<file path="src/rtl/iopmc_consts.svh">
// constants for the i/o port and miscellaneous control block
`ifndef IOPMC_CONSTS_SVH
`define IOPMC_CONSTS_SVH
`define IOPMC_ADDR_W 16
`define IOPMC_OFF_PORT_A 16'h0000
`define IOPMC_OFF_PORT_B 16'h0001
`define IOPMC_OFF_PORT_C 16'h0002
`define IOPMC_OFF_PORT_D 16'h0003
`define IOPMC_OFF_DIR_A 16'h0004
`define IOPMC_OFF_DIR_B 16'h0005
`define IOPMC_OFF_DIR_C 16'h0006
`define IOPMC_OFF_EECLK 16'h0007
`define IOPMC_OFF_MISC 16'h000c
`define IOPMC_OFF_WOI_EN 16'h0040
`define IOPMC_MISC_POR 7
`define IOPMC_MISC_RISE 6
`define IOPMC_MISC_FALL 5
`define IOPMC_MISC_EXT_IRQ_ENABLE 4
`define IOPMC_MISC_SFA 3
`define IOPMC_MISC_SFB 2
`define IOPMC_MISC_SM 1
`define IOPMC_MISC_WATCHDOG_ENABLE 0
`define IOPMC_EECLK_CLKOUT 3
`define IOPMC_EECLK_MASK 8'h0f
`define IOPMC_DIR_RESET 8'h00
`define IOPMC_PORTC_CLK_PIN 2
`define IOPMC_PERIOD_SLOW 13'h1000
`define IOPMC_PERIOD_FAST 13'h0100
`define IOPMC_BUS_DIV_NORMAL 6'h02
`define IOPMC_BUS_DIV_SLOW 6'h20
`endif

</file>
<file path="src/rtl/iopmc_pkg.sv">
// types for the i/o port and miscellaneous control block
package iopmc_pkg;
   typedef logic [7:0] iopmc_byte_t;
   typedef logic [15:0] iopmc_addr_t;
   typedef struct packed {
      iopmc_byte_t dir_a;
      iopmc_byte_t dir_b;
      iopmc_byte_t dir_c;
      iopmc_byte_t lat_a;
      iopmc_byte_t lat_b;
      iopmc_byte_t lat_c;
      logic clk_out_en;
      logic [2:0] eeprom_bits;
      iopmc_byte_t misc;
      logic woi_en;
      logic [1:0] irq_sync;
      iopmc_byte_t woi_sync0;
      iopmc_byte_t woi_sync1;
      iopmc_byte_t pd_sync0;
      iopmc_byte_t pd_sync1;
      iopmc_byte_t pa_sync0;
      iopmc_byte_t pa_sync1;
      iopmc_byte_t pc_sync0;
      iopmc_byte_t pc_sync1;
      logic irq_prev;
      logic woi_prev;
      logic irq_event;
      iopmc_byte_t rdata;
      logic clk_div;
   } iopmc_state_t;
endpackage : iopmc_pkg

</file>
<file path="src/rtl/iopmc_top.sv">
// i/o ports a-d, direction control on ports a-c, clock output and miscellaneous register
`timescale 1ns/1ns
`include "iopmc_consts.svh"

module iopmc_top import iopmc_pkg::*; #(
   parameter logic WATCHDOG_ENABLE_OPTION = 1'b0,
   parameter logic PULLDOWN_B_OPTION = 1'b0,
   parameter logic PULLDOWN_C_OPTION = 1'b0
) (
   // clock and reset
   input wire logic core_clk,
   input wire logic rst_b,
   input wire logic power_on_reset,
   // register port
   input wire iopmc_pkg::iopmc_addr_t reg_addr,
   input wire iopmc_pkg::iopmc_byte_t reg_wdata,
   input wire logic reg_wr,
   input wire logic reg_rd,
   output iopmc_pkg::iopmc_byte_t reg_rdata,
   // cpu side status
   input wire logic cpu_irq_mask,
   input wire logic stop_entry,
   input wire logic internal_bus_clock,
   output logic ext_irq,
   output logic watchdog_clear,
   output logic watchdog_enable,
   output logic bus_slow_mode,
   output logic [5:0] bus_clock_divide,
   output logic [12:0] pulse_length_chan_a_period,
   output logic [12:0] pulse_length_chan_b_period,
   // pins
   input wire logic irq_pin_b,
   input wire iopmc_pkg::iopmc_byte_t port_a_in,
   output iopmc_pkg::iopmc_byte_t port_a_out,
   output iopmc_pkg::iopmc_byte_t port_a_oe,
   input wire iopmc_pkg::iopmc_byte_t port_b_in,
   output iopmc_pkg::iopmc_byte_t port_b_out,
   output iopmc_pkg::iopmc_byte_t port_b_oe,
   output iopmc_pkg::iopmc_byte_t port_b_pulldown,
   input wire iopmc_pkg::iopmc_byte_t port_c_in,
   output iopmc_pkg::iopmc_byte_t port_c_out,
   output iopmc_pkg::iopmc_byte_t port_c_oe,
   output iopmc_pkg::iopmc_byte_t port_c_pulldown,
   input wire iopmc_pkg::iopmc_byte_t port_d_in
);
   import iopmc_pkg::*;

   // ==========================================
   // helpers
   function automatic iopmc_byte_t pin_or_latch(input iopmc_byte_t dir, input iopmc_byte_t lat,
                                                input iopmc_byte_t pin);
      pin_or_latch = (dir & lat) | (~dir & pin);
   endfunction : pin_or_latch

   iopmc_state_t s_q;
   iopmc_state_t s_d;
   iopmc_byte_t dir_c_eff;
   logic irq_low;
   logic woi_hi;
   logic rise_sel;
   logic fall_sel;

   // ==========================================
   // pin view
   always_comb begin
      dir_c_eff = s_q.dir_c;
      if (s_q.clk_out_en) begin
         dir_c_eff[`IOPMC_PORTC_CLK_PIN] = 1'b1;
      end
   end

   assign rise_sel = s_q.misc[`IOPMC_MISC_RISE];
   assign fall_sel = s_q.misc[`IOPMC_MISC_FALL];
   // low level on the synchronised irq pin, or, with woi_en set, any high input pin on port b
   assign irq_low = ~s_q.irq_sync[1];
   assign woi_hi = s_q.woi_en & (|(s_q.woi_sync1 & ~s_q.dir_b));

   // ==========================================
   // next state
   always_comb begin
      logic wr_ok;
      logic irq_edge;
      logic woi_edge;
      wr_ok = 1'b0;
      irq_edge = 1'b0;
      woi_edge = 1'b0;
      s_d = s_q;
      // two-flop synchronisers
      s_d.irq_sync = {s_q.irq_sync[0], irq_pin_b};
      s_d.woi_sync0 = port_b_in;
      s_d.woi_sync1 = s_q.woi_sync0;
      s_d.pa_sync0 = port_a_in;
      s_d.pa_sync1 = s_q.pa_sync0;
      s_d.pc_sync0 = port_c_in;
      s_d.pc_sync1 = s_q.pc_sync0;
      s_d.pd_sync0 = port_d_in;
      s_d.pd_sync1 = s_q.pd_sync0;
      s_d.irq_prev = irq_low;
      s_d.woi_prev = woi_hi;
      // sensitivity: irq pin active low, wired-or uses opposite polarity
      case ({rise_sel, fall_sel})
         2'b00: begin
            irq_edge = irq_low;
            woi_edge = woi_hi;
         end
         2'b01: begin
            irq_edge = irq_low & ~s_q.irq_prev;
            woi_edge = woi_hi & ~s_q.woi_prev;
         end
         2'b10: begin
            irq_edge = ~irq_low & s_q.irq_prev;
            woi_edge = ~woi_hi & s_q.woi_prev;
         end
         default: begin
            irq_edge = irq_low ^ s_q.irq_prev;
            woi_edge = woi_hi ^ s_q.woi_prev;
         end
      endcase
      s_d.irq_event = s_q.misc[`IOPMC_MISC_EXT_IRQ_ENABLE] & (irq_edge | woi_edge);
      // register writes
      if (reg_wr) begin
         case (reg_addr)
            `IOPMC_OFF_PORT_A: s_d.lat_a = reg_wdata;
            `IOPMC_OFF_PORT_B: s_d.lat_b = reg_wdata;
            `IOPMC_OFF_PORT_C: s_d.lat_c = reg_wdata;
            `IOPMC_OFF_DIR_A: s_d.dir_a = reg_wdata;
            `IOPMC_OFF_DIR_B: s_d.dir_b = reg_wdata;
            `IOPMC_OFF_DIR_C: s_d.dir_c = reg_wdata;
            `IOPMC_OFF_EECLK: begin
               s_d.clk_out_en = reg_wdata[`IOPMC_EECLK_CLKOUT];
               s_d.eeprom_bits = reg_wdata[2:0];
            end
            `IOPMC_OFF_WOI_EN: s_d.woi_en = reg_wdata[0];
            `IOPMC_OFF_MISC: begin
               wr_ok = cpu_irq_mask;
               // only a zero reaches the flag; software cannot set it
               if (!reg_wdata[`IOPMC_MISC_POR]) begin
                  s_d.misc[`IOPMC_MISC_POR] = 1'b0;
               end
               if (wr_ok) begin
                  s_d.misc[`IOPMC_MISC_RISE] = reg_wdata[`IOPMC_MISC_RISE];
                  s_d.misc[`IOPMC_MISC_FALL] = reg_wdata[`IOPMC_MISC_FALL];
                  s_d.misc[`IOPMC_MISC_EXT_IRQ_ENABLE] = reg_wdata[`IOPMC_MISC_EXT_IRQ_ENABLE];
               end
               s_d.misc[`IOPMC_MISC_SFA] = reg_wdata[`IOPMC_MISC_SFA];
               s_d.misc[`IOPMC_MISC_SFB] = reg_wdata[`IOPMC_MISC_SFB];
               s_d.misc[`IOPMC_MISC_SM] = reg_wdata[`IOPMC_MISC_SM];
               if (reg_wdata[`IOPMC_MISC_WATCHDOG_ENABLE]) begin
                  s_d.misc[`IOPMC_MISC_WATCHDOG_ENABLE] = 1'b1;
               end
            end
            default: begin
            end
         endcase
      end
      // stop wins over a same-cycle write of slow mode
      if (stop_entry) begin
         s_d.misc[`IOPMC_MISC_SM] = 1'b0;
      end
      // read data, one cycle after the strobe
      s_d.rdata = 8'h00;
      if (reg_rd) begin
         case (reg_addr)
            `IOPMC_OFF_PORT_A: s_d.rdata = pin_or_latch(s_q.dir_a, s_q.lat_a, s_q.pa_sync1);
            `IOPMC_OFF_PORT_B: s_d.rdata = pin_or_latch(s_q.dir_b, s_q.lat_b, s_q.woi_sync1);
            `IOPMC_OFF_PORT_C: s_d.rdata = pin_or_latch(dir_c_eff, s_q.lat_c, s_q.pc_sync1);
            `IOPMC_OFF_PORT_D: s_d.rdata = s_q.pd_sync1;
            `IOPMC_OFF_DIR_A: s_d.rdata = s_q.dir_a;
            `IOPMC_OFF_DIR_B: s_d.rdata = s_q.dir_b;
            `IOPMC_OFF_DIR_C: s_d.rdata = s_q.dir_c;
            `IOPMC_OFF_EECLK: s_d.rdata = {4'h0, s_q.clk_out_en, s_q.eeprom_bits} & `IOPMC_EECLK_MASK;
            `IOPMC_OFF_MISC: s_d.rdata = s_q.misc;
            `IOPMC_OFF_WOI_EN: s_d.rdata = {7'h00, s_q.woi_en};
            default: s_d.rdata = 8'h00;
         endcase
      end
      // power-on sets the flag; external reset leaves it alone
      if (power_on_reset) begin
         s_d.misc[`IOPMC_MISC_POR] = 1'b1;
      end
   end

   // ==========================================
   // state register; latches keep their value through reset
   always_ff @(posedge core_clk) begin
      s_q <= s_d;
      if (!rst_b) begin
         s_q.dir_a <= `IOPMC_DIR_RESET;
         s_q.dir_b <= `IOPMC_DIR_RESET;
         s_q.dir_c <= `IOPMC_DIR_RESET;
         s_q.clk_out_en <= 1'b0;
         s_q.eeprom_bits <= 3'h0;
         s_q.woi_en <= 1'b0;
         s_q.misc[6:1] <= 6'h08;
         s_q.misc[`IOPMC_MISC_WATCHDOG_ENABLE] <= WATCHDOG_ENABLE_OPTION;
         s_q.misc[`IOPMC_MISC_POR] <= power_on_reset | s_q.misc[`IOPMC_MISC_POR];
         s_q.irq_sync <= 2'b11;
         s_q.irq_prev <= 1'b0;
         s_q.woi_prev <= 1'b0;
         s_q.irq_event <= 1'b0;
         s_q.rdata <= 8'h00;
         s_q.clk_div <= 1'b0;
      end
   end

   // ==========================================
   // outputs
   assign reg_rdata = s_q.rdata;
   assign ext_irq = s_q.irq_event;
   // pulse when software writes one to the watchdog bit
   assign watchdog_clear = reg_wr & (reg_addr == `IOPMC_OFF_MISC) & reg_wdata[`IOPMC_MISC_WATCHDOG_ENABLE];
   assign watchdog_enable = s_q.misc[`IOPMC_MISC_WATCHDOG_ENABLE];
   assign bus_slow_mode = s_q.misc[`IOPMC_MISC_SM];
   assign bus_clock_divide = s_q.misc[`IOPMC_MISC_SM] ? `IOPMC_BUS_DIV_SLOW : `IOPMC_BUS_DIV_NORMAL;
   assign pulse_length_chan_a_period = s_q.misc[`IOPMC_MISC_SFA] ? `IOPMC_PERIOD_SLOW : `IOPMC_PERIOD_FAST;
   assign pulse_length_chan_b_period = s_q.misc[`IOPMC_MISC_SFB] ? `IOPMC_PERIOD_SLOW : `IOPMC_PERIOD_FAST;
   assign port_a_out = s_q.lat_a;
   assign port_a_oe = s_q.dir_a;
   assign port_b_out = s_q.lat_b;
   assign port_b_oe = s_q.dir_b;
   assign port_b_pulldown = PULLDOWN_B_OPTION ? ~s_q.dir_b : 8'h00;
   assign port_c_oe = dir_c_eff;
   assign port_c_pulldown = PULLDOWN_C_OPTION ? ~dir_c_eff : 8'h00;
   // clock is a pass-through of the internal bus clock, glitch-free only if that clock is
   always_comb begin
      port_c_out = s_q.lat_c;
      if (s_q.clk_out_en) begin
         port_c_out[`IOPMC_PORTC_CLK_PIN] = internal_bus_clock;
      end
   end

   // ==========================================
   // checks
   // reset values of directions a and b and control bits; the port latches are left alone
   dir_reset_a: assert property (@(posedge core_clk) !rst_b |=> (port_a_oe == 8'h00 && port_b_oe == 8'h00))
      else $error("direction not cleared by reset");

   ctrl_reset_a: assert property (@(posedge core_clk) !rst_b |=>
      !s_q.clk_out_en && !bus_slow_mode && s_q.misc[6:4] == 3'b001)
      else $error("control bits not at reset value");

   watchdog_enable_reset_a: assert property (@(posedge core_clk) !rst_b |=> watchdog_enable == WATCHDOG_ENABLE_OPTION)
      else $error("watchdog bit not at option value");

   por_set_a: assert property (@(posedge core_clk) power_on_reset |=> s_q.misc[`IOPMC_MISC_POR])
      else $error("power-on flag not set");

   // a written zero clears the flag unless power-on holds it up in the same cycle
   por_clear_a: assert property (@(posedge core_clk) disable iff (!rst_b)
      (reg_wr && reg_addr == `IOPMC_OFF_MISC && !reg_wdata[`IOPMC_MISC_POR] && !power_on_reset) |=>
      !s_q.misc[`IOPMC_MISC_POR])
      else $error("power-on flag not cleared");

   sens_lock_a: assert property (@(posedge core_clk) disable iff (!rst_b)
      (reg_wr && reg_addr == `IOPMC_OFF_MISC && !cpu_irq_mask) |=> $stable(s_q.misc[6:4]))
      else $error("sensitivity changed without mask");

   sens_write_a: assert property (@(posedge core_clk) disable iff (!rst_b)
      (reg_wr && reg_addr == `IOPMC_OFF_MISC && cpu_irq_mask) |=> s_q.misc[6:4] == $past(reg_wdata[6:4]))
      else $error("sensitivity write lost with mask set");

   watchdog_enable_keep_a: assert property (@(posedge core_clk) disable iff (!rst_b)
      $past(watchdog_enable) |-> watchdog_enable)
      else $error("watchdog disabled by software");

   watchdog_enable_clear_a: assert property (@(posedge core_clk) disable iff (!rst_b)
      watchdog_clear |=> watchdog_enable)
      else $error("watchdog not enabled by a written one");

   slow_stop_a: assert property (@(posedge core_clk) disable iff (!rst_b) stop_entry |=> !bus_slow_mode)
      else $error("slow mode kept across stop");

   // stop has priority, so only writes outside a stop cycle are followed
   slow_write_a: assert property (@(posedge core_clk) disable iff (!rst_b)
      (reg_wr && reg_addr == `IOPMC_OFF_MISC && !stop_entry) |=>
      bus_slow_mode == $past(reg_wdata[`IOPMC_MISC_SM]))
      else $error("slow mode write lost");

   irq_off_a: assert property (@(posedge core_clk) disable iff (!rst_b)
      !s_q.misc[`IOPMC_MISC_EXT_IRQ_ENABLE] |=> !ext_irq)
      else $error("interrupt raised while disabled");

   dir_write_a: assert property (@(posedge core_clk) disable iff (!rst_b)
      (reg_wr && reg_addr == `IOPMC_OFF_DIR_A) |=> port_a_oe == $past(reg_wdata))
      else $error("direction write lost");

   latch_write_a: assert property (@(posedge core_clk) disable iff (!rst_b)
      (reg_wr && reg_addr == `IOPMC_OFF_PORT_A) |=> port_a_out == $past(reg_wdata))
      else $error("latch write lost");

   // read data stands for exactly one cycle, idle zero otherwise
   rd_idle_a: assert property (@(posedge core_clk) !reg_rd |=> reg_rdata == 8'h00)
      else $error("read data outside its cycle");

   clk_dir_a: assert property (@(posedge core_clk) s_q.clk_out_en |-> port_c_oe[2])
      else $error("clock pin not output");

   clk_pass_a: assert property (@(posedge core_clk) disable iff (!rst_b)
      s_q.clk_out_en |-> port_c_out[`IOPMC_PORTC_CLK_PIN] == internal_bus_clock)
      else $error("clock not on pin c2");

   pull_in_a: assert property (@(posedge core_clk) disable iff (!rst_b)
      (port_b_pulldown & port_b_oe) == 8'h00 && (port_c_pulldown & port_c_oe) == 8'h00)
      else $error("pull-down on an output pin");

   upper_zero_a: assert property (@(posedge core_clk) disable iff (!rst_b)
      (reg_rd && reg_addr == `IOPMC_OFF_EECLK) |=> reg_rdata[7:4] == 4'h0)
      else $error("upper clock-control bits nonzero");

   // period follows the mode bit as written; stop and the mask never touch it
   period_sel_a: assert property (@(posedge core_clk) disable iff (!rst_b)
      (reg_wr && reg_addr == `IOPMC_OFF_MISC) |=>
      pulse_length_chan_a_period == ($past(reg_wdata[`IOPMC_MISC_SFA]) ? 13'h1000 : 13'h0100))
      else $error("wrong period for channel a");

   period_b_a: assert property (@(posedge core_clk) disable iff (!rst_b)
      (reg_wr && reg_addr == `IOPMC_OFF_MISC) |=>
      pulse_length_chan_b_period == ($past(reg_wdata[`IOPMC_MISC_SFB]) ? 13'h1000 : 13'h0100))
      else $error("wrong period for channel b");

   woi_irq_a: assert property (@(posedge core_clk) disable iff (!rst_b)
      (woi_hi && s_q.misc[4] && s_q.misc[6:5] == 2'b00) |=> ext_irq)
      else $error("wired-or level missed");
endmodule : iopmc_top

</file>
<file path="config.mk">
export PLATFORM = sky130hd
export DESIGN_NAME = iopmc_top
export DESIGN_NICKNAME = d
export VERILOG_FILES = /design/src/rtl/iopmc_pkg.sv /design/src/rtl/iopmc_top.sv
export VERILOG_INCLUDE_DIRS = /design/src /design/src/rtl
export SDC_FILE = /design/constraint.sdc
export NUM_CORES = 1
export LEC_CHECK = 0
export CAP_MARGIN = 20
export CORE_ASPECT_RATIO = 2
export CORE_MARGIN = 2
export CORE_UTILIZATION = 40
export CTS_CLUSTER_SIZE = 40
export DETAILED_ROUTE_END_ITERATION = 7
export DONT_BUFFER_PORTS = 1
export SLEW_MARGIN = 10
export SYNTH_ARGS = -nofsm -noshare
export SYNTH_HDL_FRONTEND = slang
export SYNTH_SLANG_ARGS = --single-unit
</file>
<file path="constraint.sdc">
create_clock -name core_clk -period 6.2 [get_ports core_clk]
set_clock_uncertainty 0.15 [all_clocks]
set_input_delay 0.62 -clock core_clk [delete_from_list [all_inputs] [get_ports core_clk]]
set_output_delay 0.62 -clock core_clk [all_outputs]
set_load 0.01 [all_outputs]
</file>
==> metrics list, run 1 <==
* Number of buffers inserted by post-CTS setup repair: 0
- Entering global routing, the biggest net connects 25 pins.
- Slowest CP cell: or4_1
* Remaining Overflow, GRT: 0
- The final hold violation count was 0.
* Number of flops mapped to enable cells by yosys: 25
- In the synthesized netlist the async set-or-reset flop fraction comes to 0%.
- Drt drc: 0
* Switch share: 21.8%
* Clock latency at the later pin of the worst-skew pair: 0.42 ns
- Arrival time of the worst setup path: 2.19 ns
- Along the worst path, the maximum fanout reaches 8.
- Port buffering added 0 buffers.
- The floorplan has 61 rows.
- Number of standard cells after synthesis: 526
* Clock-pin slew on the worst setup and hold paths: 0.06 ns
- Cell internal pwr: 1.50 mW
- Leak pwr: 2.19 nW
* Sequential share of power: 49.1%
* Slew @ Worst Pin: around 0.7 ns
- Post-detail-place hpwl: 10,500 µm
- Tmin final: 2.96 ns
* Number of antenna violations at the first check in global routing: 0
* Global-route wire length before repair: about 20,000 µm
- The pre-antenna-repair detailed-routing pass consisted of 5 iterations.
- Based on the critical path, the design can be clocked at up to 337 MHz.
- In this run the standard cell core region covers between 10,000 and 15,000 µm².
* Kind of start point of the critical path: input port
- # fillers: 1,344
* Share of total power in combinational logic: roughly 2.0%
- Detailed-route vias per instance: 5.34
* Critical Path, Cell by Cell: or4_1 -> nor4_4 -> and3_1
- The first routing iteration left 219 violations.
* Category of the worst setup path capture point: output pin
- Clock tree from TritonCTS: built
- CTS Sinks: 138
- The worst pin sits at a relative slew slack of 53.3%.
- The tool flagged a number of max-cap violations equal to 0.
* Critical path class: in -> out
- Summed over all layers, the routed wires come to around 14,000 µm.
- Required time of the worst setup path: 5.43 ns
- Commonest cells after routing, fill and taps aside: 113 x dfxtp_1, 48 x nor2_1, 42 x conb_1
- Detailed routing inserted a total of 3,436 vias.
- DIE HEIGHT: 171 µm
* H-tree levels: 4
- Summing all multi-input logic gate instances after layout gives 1850 µm².
- The clock network is responsible for 48.9% of the overall power.
* Total Negative Setup Slacks: 0 ns
* Ys Warns: 0
* Synthesized flop and latch total: between 100 and 150
- Setup violations remaining at the end of the flow were counted as 0.
- Result of the run: finished, final reports clean
- The tree is rooted in a clkbuf_16.
- Wire length per cell after detailed routing: between 20 and 25 µm
* Largest vdd supply drop: roughly 0.21 mV
- Gp weighted congestion: 0.872
- Max incr delay on CP: 0.66 ns
- Register area share after synthesis: 54.2%
- The min-delay analysis places its worst path in the category in -> reg.
- Number of gates resized after CTS: 0
* Pins Over Slew Limit: 0
- Post-Syn Area per Cell: 10.6 µm²
- Worst path bufs/invs: 0
- Overall die area: 14,900 µm²
- Global routing used 18.7% of the available tracks.
* Clk buf depth: 2
- In this run the power density over the cells is 338 nW/µm².
* Storage element area: around 3000 µm²
- Net Sw Power: 0.418 mW
- After the last flow step, the layout net total stands at approximately 540.
- Once detail routing completed, the nets flagged for antenna violations numbered 0.
- The number of clock buffers added by TritonCTS is 17.
- In the final layout, the share of cells above drive strength 1 is 8.83%.
- The number of global-route vias before repair is ~3,300.
- Top-level I/O count: roughly 170
- For this run, the leading register cell type out of synthesis is dfxtp_1.
* Top Family by Delay on Critical Path: simple AND/OR/NAND/NOR gates
* Area delta synth->final: 2.05%
- Post-route non-filler standard cell count: 644
- Unrepaired setup endpoints after global routing: no
- Crit share post-route: 47.8%
* Antenna fix cells: 0
* Starting density of the core: 40.5%
- Horiz. Die Dim: between 80 and 90 µm
- Once placement completed, the tool counted placed cells totaling 612.
* Hold_buf cts: 0
- Combined area of all synthesized cells: 5560 µm²
* Most common cell after layout, fill and taps aside: dfxtp_1
* Post-synthesis cell type count: 52
-- path summary, 6_finish.rpt --
| path | start | to | slack (ns) | depth (start not counted) |
|---|---|---|---|---|
| min | port_a_in[4] | s_d[32]$_DFF_P_ | 0.07 | 0 |
| min reg2reg | s_d[28]$_DFF_P_ | s_q[28]$_DFF_P_ | 0.17 | 0 |
| max | reg_addr[9] | watchdog_clear | 3.24 | 3 |
| max reg2reg | port_b_oe[4]$_SDFFE_PN0P_ | ext_irq$_SDFF_PN0_ | 3.85 | 8 |
-- cell type report --
| type | instances | area share [%] |
|---|---|---|
| Tap cell | 157 | 3.46 |
| Clock inverter | 13 | 2.18 |
| Timing Repair Buffer | 1 | 0.132 |
| Clock buffer | 19 | 7.63 |
| Multi-Input combinational cell | 302 | 32.6 |
| Inverter | 14 | 0.926 |
| Sequential cell | 138 | 53.1 |
-- state kept, by name (all words and copies together) (netlist names) --
signal / cells
s_q: 46
bus_slow_mode: 1
port_b_out: 8
ext_irq: 1
port_b_oe: 8
port_a_out: 8
port_c_out: 7
reg_rdata: 8
fall_sel: 1
rise_sel: 1
watchdog_enable: 1
port_a_oe: 8
s_d: 33
port_c_oe: 7
-- layer usage --
layer | wire [µm] | vias up | share of wire, % | track usage (%)
met2 | 6970 | 215 | 50 | 30.7
met5 | 0 | - | 0 | 0
met4 | 535 | 0 | 3.8 | 9.50
met1 | 5150 | 1606 | 37 | 20.4
li1 | - | 1585 | - | -
met3 | 1350 | 30 | 9.7 | 7.53
-- through the flow --
step	utilization [%]	total power, mW	setup slack, ns	cell area [µm²]	hold slack (ns)
2_1_floorplan	-	1.02	3.49	5720	0.160
3_3_place_gp	37.3	1.00	3.23	5120	0.161
3_5_place_dp	37.3	1.00	3.18	5120	0.162
4_1_cts	41.3	1.94	3.24	5680	0.0611
5_1_grt	41.3	1.99	3.17	5680	0.0586
6_report	41.3	1.92	3.24	5680	0.0687
-- synthesized netlist by cell type (all sizes together) (5+ instances only) --
cell | count | share of area [%]
a21oi | 37 | 3.3
and3 | 5 | 0.56
buf | 104 | 14
clkbuf | 9 | 0.61
dfxtp | 113 | 41
edfxtp | 25 | 13
inv | 14 | 0.94
mux2i | 41 | 7.4
nand2 | 33 | 2.2
nand3 | 8 | 0.90
nor2 | 49 | 3.4
nor2b | 10 | 1.1
nor3 | 7 | 1.0
nor4 | 7 | 1.4
or4 | 5 | 0.67
-- logic make-up after synthesis --
group | Yosys count | share of synthesized area (%)
flops | 138 | 54.2
compound gates | 74 | 8.35
buf+inv | 127 | 15.3
simple gates | 140 | 13.6
fa+ha+maj | 4 | 0.900
mux | 42 | 7.58
other cells | 1 | 0.0674
-- power groups by stage --
stage / sequential, mW / combinational (mW) / clock (mW)
final: 0.943 / 0.0391 / 0.938
after CTS: 0.943 / 0.0388 / 0.960
after global placement: 0.962 / 0.0386 / 0
after global routing: 0.944 / 0.0439 / 0.998
after detailed placement: 0.962 / 0.0387 / 0
after floorplan: 0.959 / 0.0566 / 0
(Power assumes the default switching activity.)
==> inputs of run 2 (changes only) <==
--- a/config.mk
+++ b/config.mk
@@ -6,6 +6,7 @@
 export SDC_FILE = /design/constraint.sdc
 export NUM_CORES = 1
 export LEC_CHECK = 0
+export ABC_AREA = 1
 export CAP_MARGIN = 20
 export CORE_ASPECT_RATIO = 2
 export CORE_MARGIN = 2
==> constraint.sdc (replaced) <==
create_clock -name core_clk -period 2.76 [get_ports core_clk]
set_clock_uncertainty 0.15 [all_clocks]
set_input_delay 0.276 -clock core_clk [delete_from_list [all_inputs] [get_ports core_clk]]
set_output_delay 0.276 -clock core_clk [all_outputs]
set_load 0.01 [all_outputs]
==> run 2 against run 1 <==
Net effect:
- die area grew 3.9%
- hold slack got worse by 0.049 ns
- core utilization increased by 4.1 points
- synthesized cell count rose by 29%
- critical path depth is 6 higher
- final area rose by 14%
- count of clock-buffer cells in the layout unchanged
- first-iteration DRC count fell by 30%
- via count grew 22%
- routed wire length grew 6.3%
- global-route usage rose by 1.1 points
- critical path type is now reg -> reg
- critical endpoint is now ext_irq$_SDFF_PN0_
- highest routed layer unchanged
==> metrics list, run 2 <==
* Result of the run: finished, final reports clean
* Fraction of registers with async set/reset: 0% (unchanged)
* Placed Instances: 806 (+32%)
* Number of flops mapped to enable cells by yosys: 25 (unchanged)
- H-tree levels: 4 (unchanged)
- The total negative setup slack came to 0 ns (unchanged).
- After layout, the minimum clock period comes to approximately 2.2 ns.
- The total power is 4.58 mW (+140%).
* Post-synthesis cell type count: 28 (-46%)
- Setup repair after global routing left no endpoint under its margin.
- The portion of total power attributed to combinational logic came to 3.8% (+1.8 points).
- DIE HEIGHT: 174 µm (+2.0%)
- The die span in x is 89.1 µm (+1.9%).
- The number of remaining DRC errors came to 0 (unchanged).
* Switch share: 22.2% (+0.44 points)
- The clock network latency to the later pin of the worst-skew pair came to 0.42 ns (about the same).
- Global-route wire length before repair: 22,400 µm (+13%)
- Most common cell after layout, fill and taps aside: nand2_1
- Largest fanout of any net on the critical path: 4 (-4)
- The placeable core area is 14,300 µm² (+3.9%).
- Pins Over Slew Limit: 0 (unchanged)
- The number of detailed-routing iterations run before antenna repair was 5 (unchanged).
- The cell-internal power was 3.56 mW (+140%).
- Antenna fix cells: 0 (unchanged)
- Sequential share of power: 46.2% (-2.9 points)
- Post-Syn Area per Cell: 8.54 µm² (-19%)
- Storage element area: 3010 µm² (unchanged)
* Ys Warns: 0 (unchanged)
* Max FFs per register: 46 (unchanged)
- The share of synthesized area occupied by flip-flops and latches is 52.1% (-2.1 points).
- Fraction of post-synthesis cell area in the top cell type by area: 39.1% (-1.6 points)
- The fraction of power consumed by the clock network came to 50.0% (+1.1 points).
* Number of buffers inserted by post-CTS setup repair: 0 (unchanged)
- Type of the worst min-delay path: in -> reg
* Number of rows in the core area: 62 (+1.6%)
- For this run, the top clock speed supported by timing is 446 MHz.
* Synthesized flop and latch total: 138 (unchanged)
* Starting density of the core: 40.5% (+0.059 points)
* Detailed-route vias per instance: 4.73 (-11%)
* List of most frequent post-synthesis cells: 132 x nand2_1, 113 x dfxtp_1, 100 x buf_4
- The synthesized area was 5790 µm² (+4.0%).
- Overall via count from detail_route: 4,184 (+22%)
- The maximum number of pins on one net before global-route repair came to 38 (+52%).
- The biggest area contributor in the post-synthesis netlist is dfxtp_1.
- Arrival time of the worst setup path: 2.39 ns (+0.20 ns)
- Critical path class: reg -> reg
- Clock-pin slew on the worst setup and hold paths: 0.06 ns (about the same)
- The count of non-filler cells in the finished layout is 885 (+37%).
- The share of layout cells above drive strength 1 is 9.09% (+0.26 points).
- The number of endpoints failing setup at the final stage was 0 (unchanged).
- # fillers: 1,437 (+6.9%)
- The number of antenna-violating nets in the routed design is 0 (unchanged).
* Largest reg by FF count: s_q
- Area of the multi-input gates: 1810 µm² (-2.0%)
* Clk buf depth: 2 (unchanged)
- The total global routing overflow was 0 (unchanged).
- Number of gates resized after CTS: 0 (unchanged)
- The area enclosed by the die boundary came to 15,500 µm² (+3.9%).
- The routed wire length per instance is 16.8 µm (-23%).
- The last weighted congestion value of the routability-driven placer is 0.870 (-0.18%).
- Leaving out fill and tap cells, the most frequent cells in the layout are 132 x nand2_1, 113 x dfxtp_1, 74 x inv_1.
* Top-level I/O count: 173 (unchanged)
* Top FF cell, synth: dfxtp_1
- CTS Buf Count: 17 (unchanged)
* Dominant cell by count in the synthesized netlist: nand2_1
- The count of buffers inserted at the top-level ports is 0 (unchanged).
* Area delta synth->final: 12.1%
- The power density over cell area was 706 nW/µm² (+110%).
- Root buffer cell: clkbuf_16
* CTS Sinks: 138 (unchanged)
- Overall fraction of global-route tracks in use: 19.8% (+1.1 points)
- Kind of start point of the critical path: flip-flop
* Top post-synthesis cells by area: dfxtp_1 39%, buf_4 13%, edfxtp_1 13%, nand2_1 8.6%, nand3_1 6.2%
* Required time of the worst setup path: 2.91 ns (-2.52 ns)
- Number of global-route vias before repair: 4,159 (+27%)
- The minimum hold slack is 0.0196 ns (-0.0491 ns).
- Dividing the final minimum period by the clock period gives 81.3%.
- Violation count after the first detailed-route iteration: 153 (-30%)
* Drt total wl: 14,900 µm (+6.3%)
- Post-detail-place hpwl: 10,800 µm (+2.8%)
- Category of the worst setup path capture point: flip-flop
* Maximum capacitance violations: 0 (unchanged)
* Largest vdd supply drop: 0.445 mV (+110%)
* Total count of hold-check failures in the final report: 0 (unchanged)
* Clock tree from TritonCTS: built
* Leak pwr: 2.78 nW (+27%)
- The net switching component of the power was 1.02 mW (+140%).
- The final layout net count was 749 (+38%).
* Number of standard cells after synthesis: 678 (+29%)
- The initial antenna violation count was 0 (unchanged).
-- run 2: cell count changes after synthesis, sizes merged, moves of 7 or more --
cell,delta
inv,+61
nor2b,-10
o21ai,+36
nand3,+68
nand2,+101
nor3,-7
mux2i,-41
nor4,-7
-- run 2: cells by family (layout without fill, tap and decap cells) --
kind of cell / after synthesis / in the layout / synth area share [%]
adders and majority gates: 4 / 4 / 0.865
and+or+nand+nor: 269 / 269 / 20.9
other: 1 / 42 / 0.0648
DFF: 138 / 138 / 52.1
AOI/OAI and AO/OA: 77 / 77 / 6.83
buffers and inverters: 189 / 163 / 19.3
-- run 2: per-stage QoR --
stage / instance area, µm² / util [%] / worst slack, ns
3_5_place_dp: 5410 / 37.9 / 0.534
4_1_cts: 6490 / 45.4 / 0.520
5_1_grt: 6490 / 45.4 / 0.276
2_1_floorplan: 5940 / - / 0.861
3_3_place_gp: 5410 / 37.9 / 0.606
6_report: 6490 / 45.4 / 0.517
-- run 2: repair_timing --
action                                 CTS  global route
endpoints found under the hold margin   98             0
hold buffers                            47             0
setup endpoints to repair                0             0
-- run 2: area by class of cell --
type,count,area share [%]
tap,192,3.70
timing repair buffer,55,8.33
sequential,138,46.5
inverter,76,4.40
multi-input combinational,392,28.0
clock buffer,19,7.00
clock inverter,13,2.16
-- run 2: metal layers --
| layer | global-route usage [%] | wire length, µm |
|---|---|---|
| met5 | 0 | 0 |
| met4 | 10.3 | 591 |
| met3 | 5.32 | 974 |
| met2 | 34.5 | 7830 |
| met1 | 21.0 | 5480 |
-- run 2: power by group through the flow --
| stage | Clock [mW] | Combinational [mW] | Sequential [mW] |
|---|---|---|---|
| 3_5_place_dp | 0 | 0.0922 | 2.16 |
| 3_3_place_gp | 0 | 0.0910 | 2.16 |
| 2_1_floorplan | 0 | 0.125 | 2.15 |
| 4_1_cts | 2.33 | 0.173 | 2.12 |
| 6_report | 2.29 | 0.173 | 2.12 |
| 5_1_grt | 2.42 | 0.194 | 2.12 |
-- run 2: path summary, 6_finish.rpt --
| kind | from | endpoint | slack (ns) | depth (start not counted) |
|---|---|---|---|---|
| max | port_b_oe[7]$_SDFFE_PN0P_ | ext_irq$_SDFF_PN0_ | 0.52 | 9 |
| min | rst_b | watchdog_enable$_SDFFE_PN0P_ | 0.02 | 2 |
| max reg2reg | port_b_oe[7]$_SDFFE_PN0P_ | ext_irq$_SDFF_PN0_ | 0.52 | 9 |
| min reg2reg | s_d[62]$_DFF_P_ | s_q[62]$_DFF_P_ | 0.17 | 0 |
-- run 2: critical path, stage by stage (launching register included) --
cell and delay [ns]:
dfxtp_1 0.45, inv_1 0.09, nand2_1 0.15, nand4_1 0.13, o21ai_0 0.37, inv_1 0.09
ha_1 0.20, or3_1 0.36, nand2_1 0.07, a21oi_1 0.07
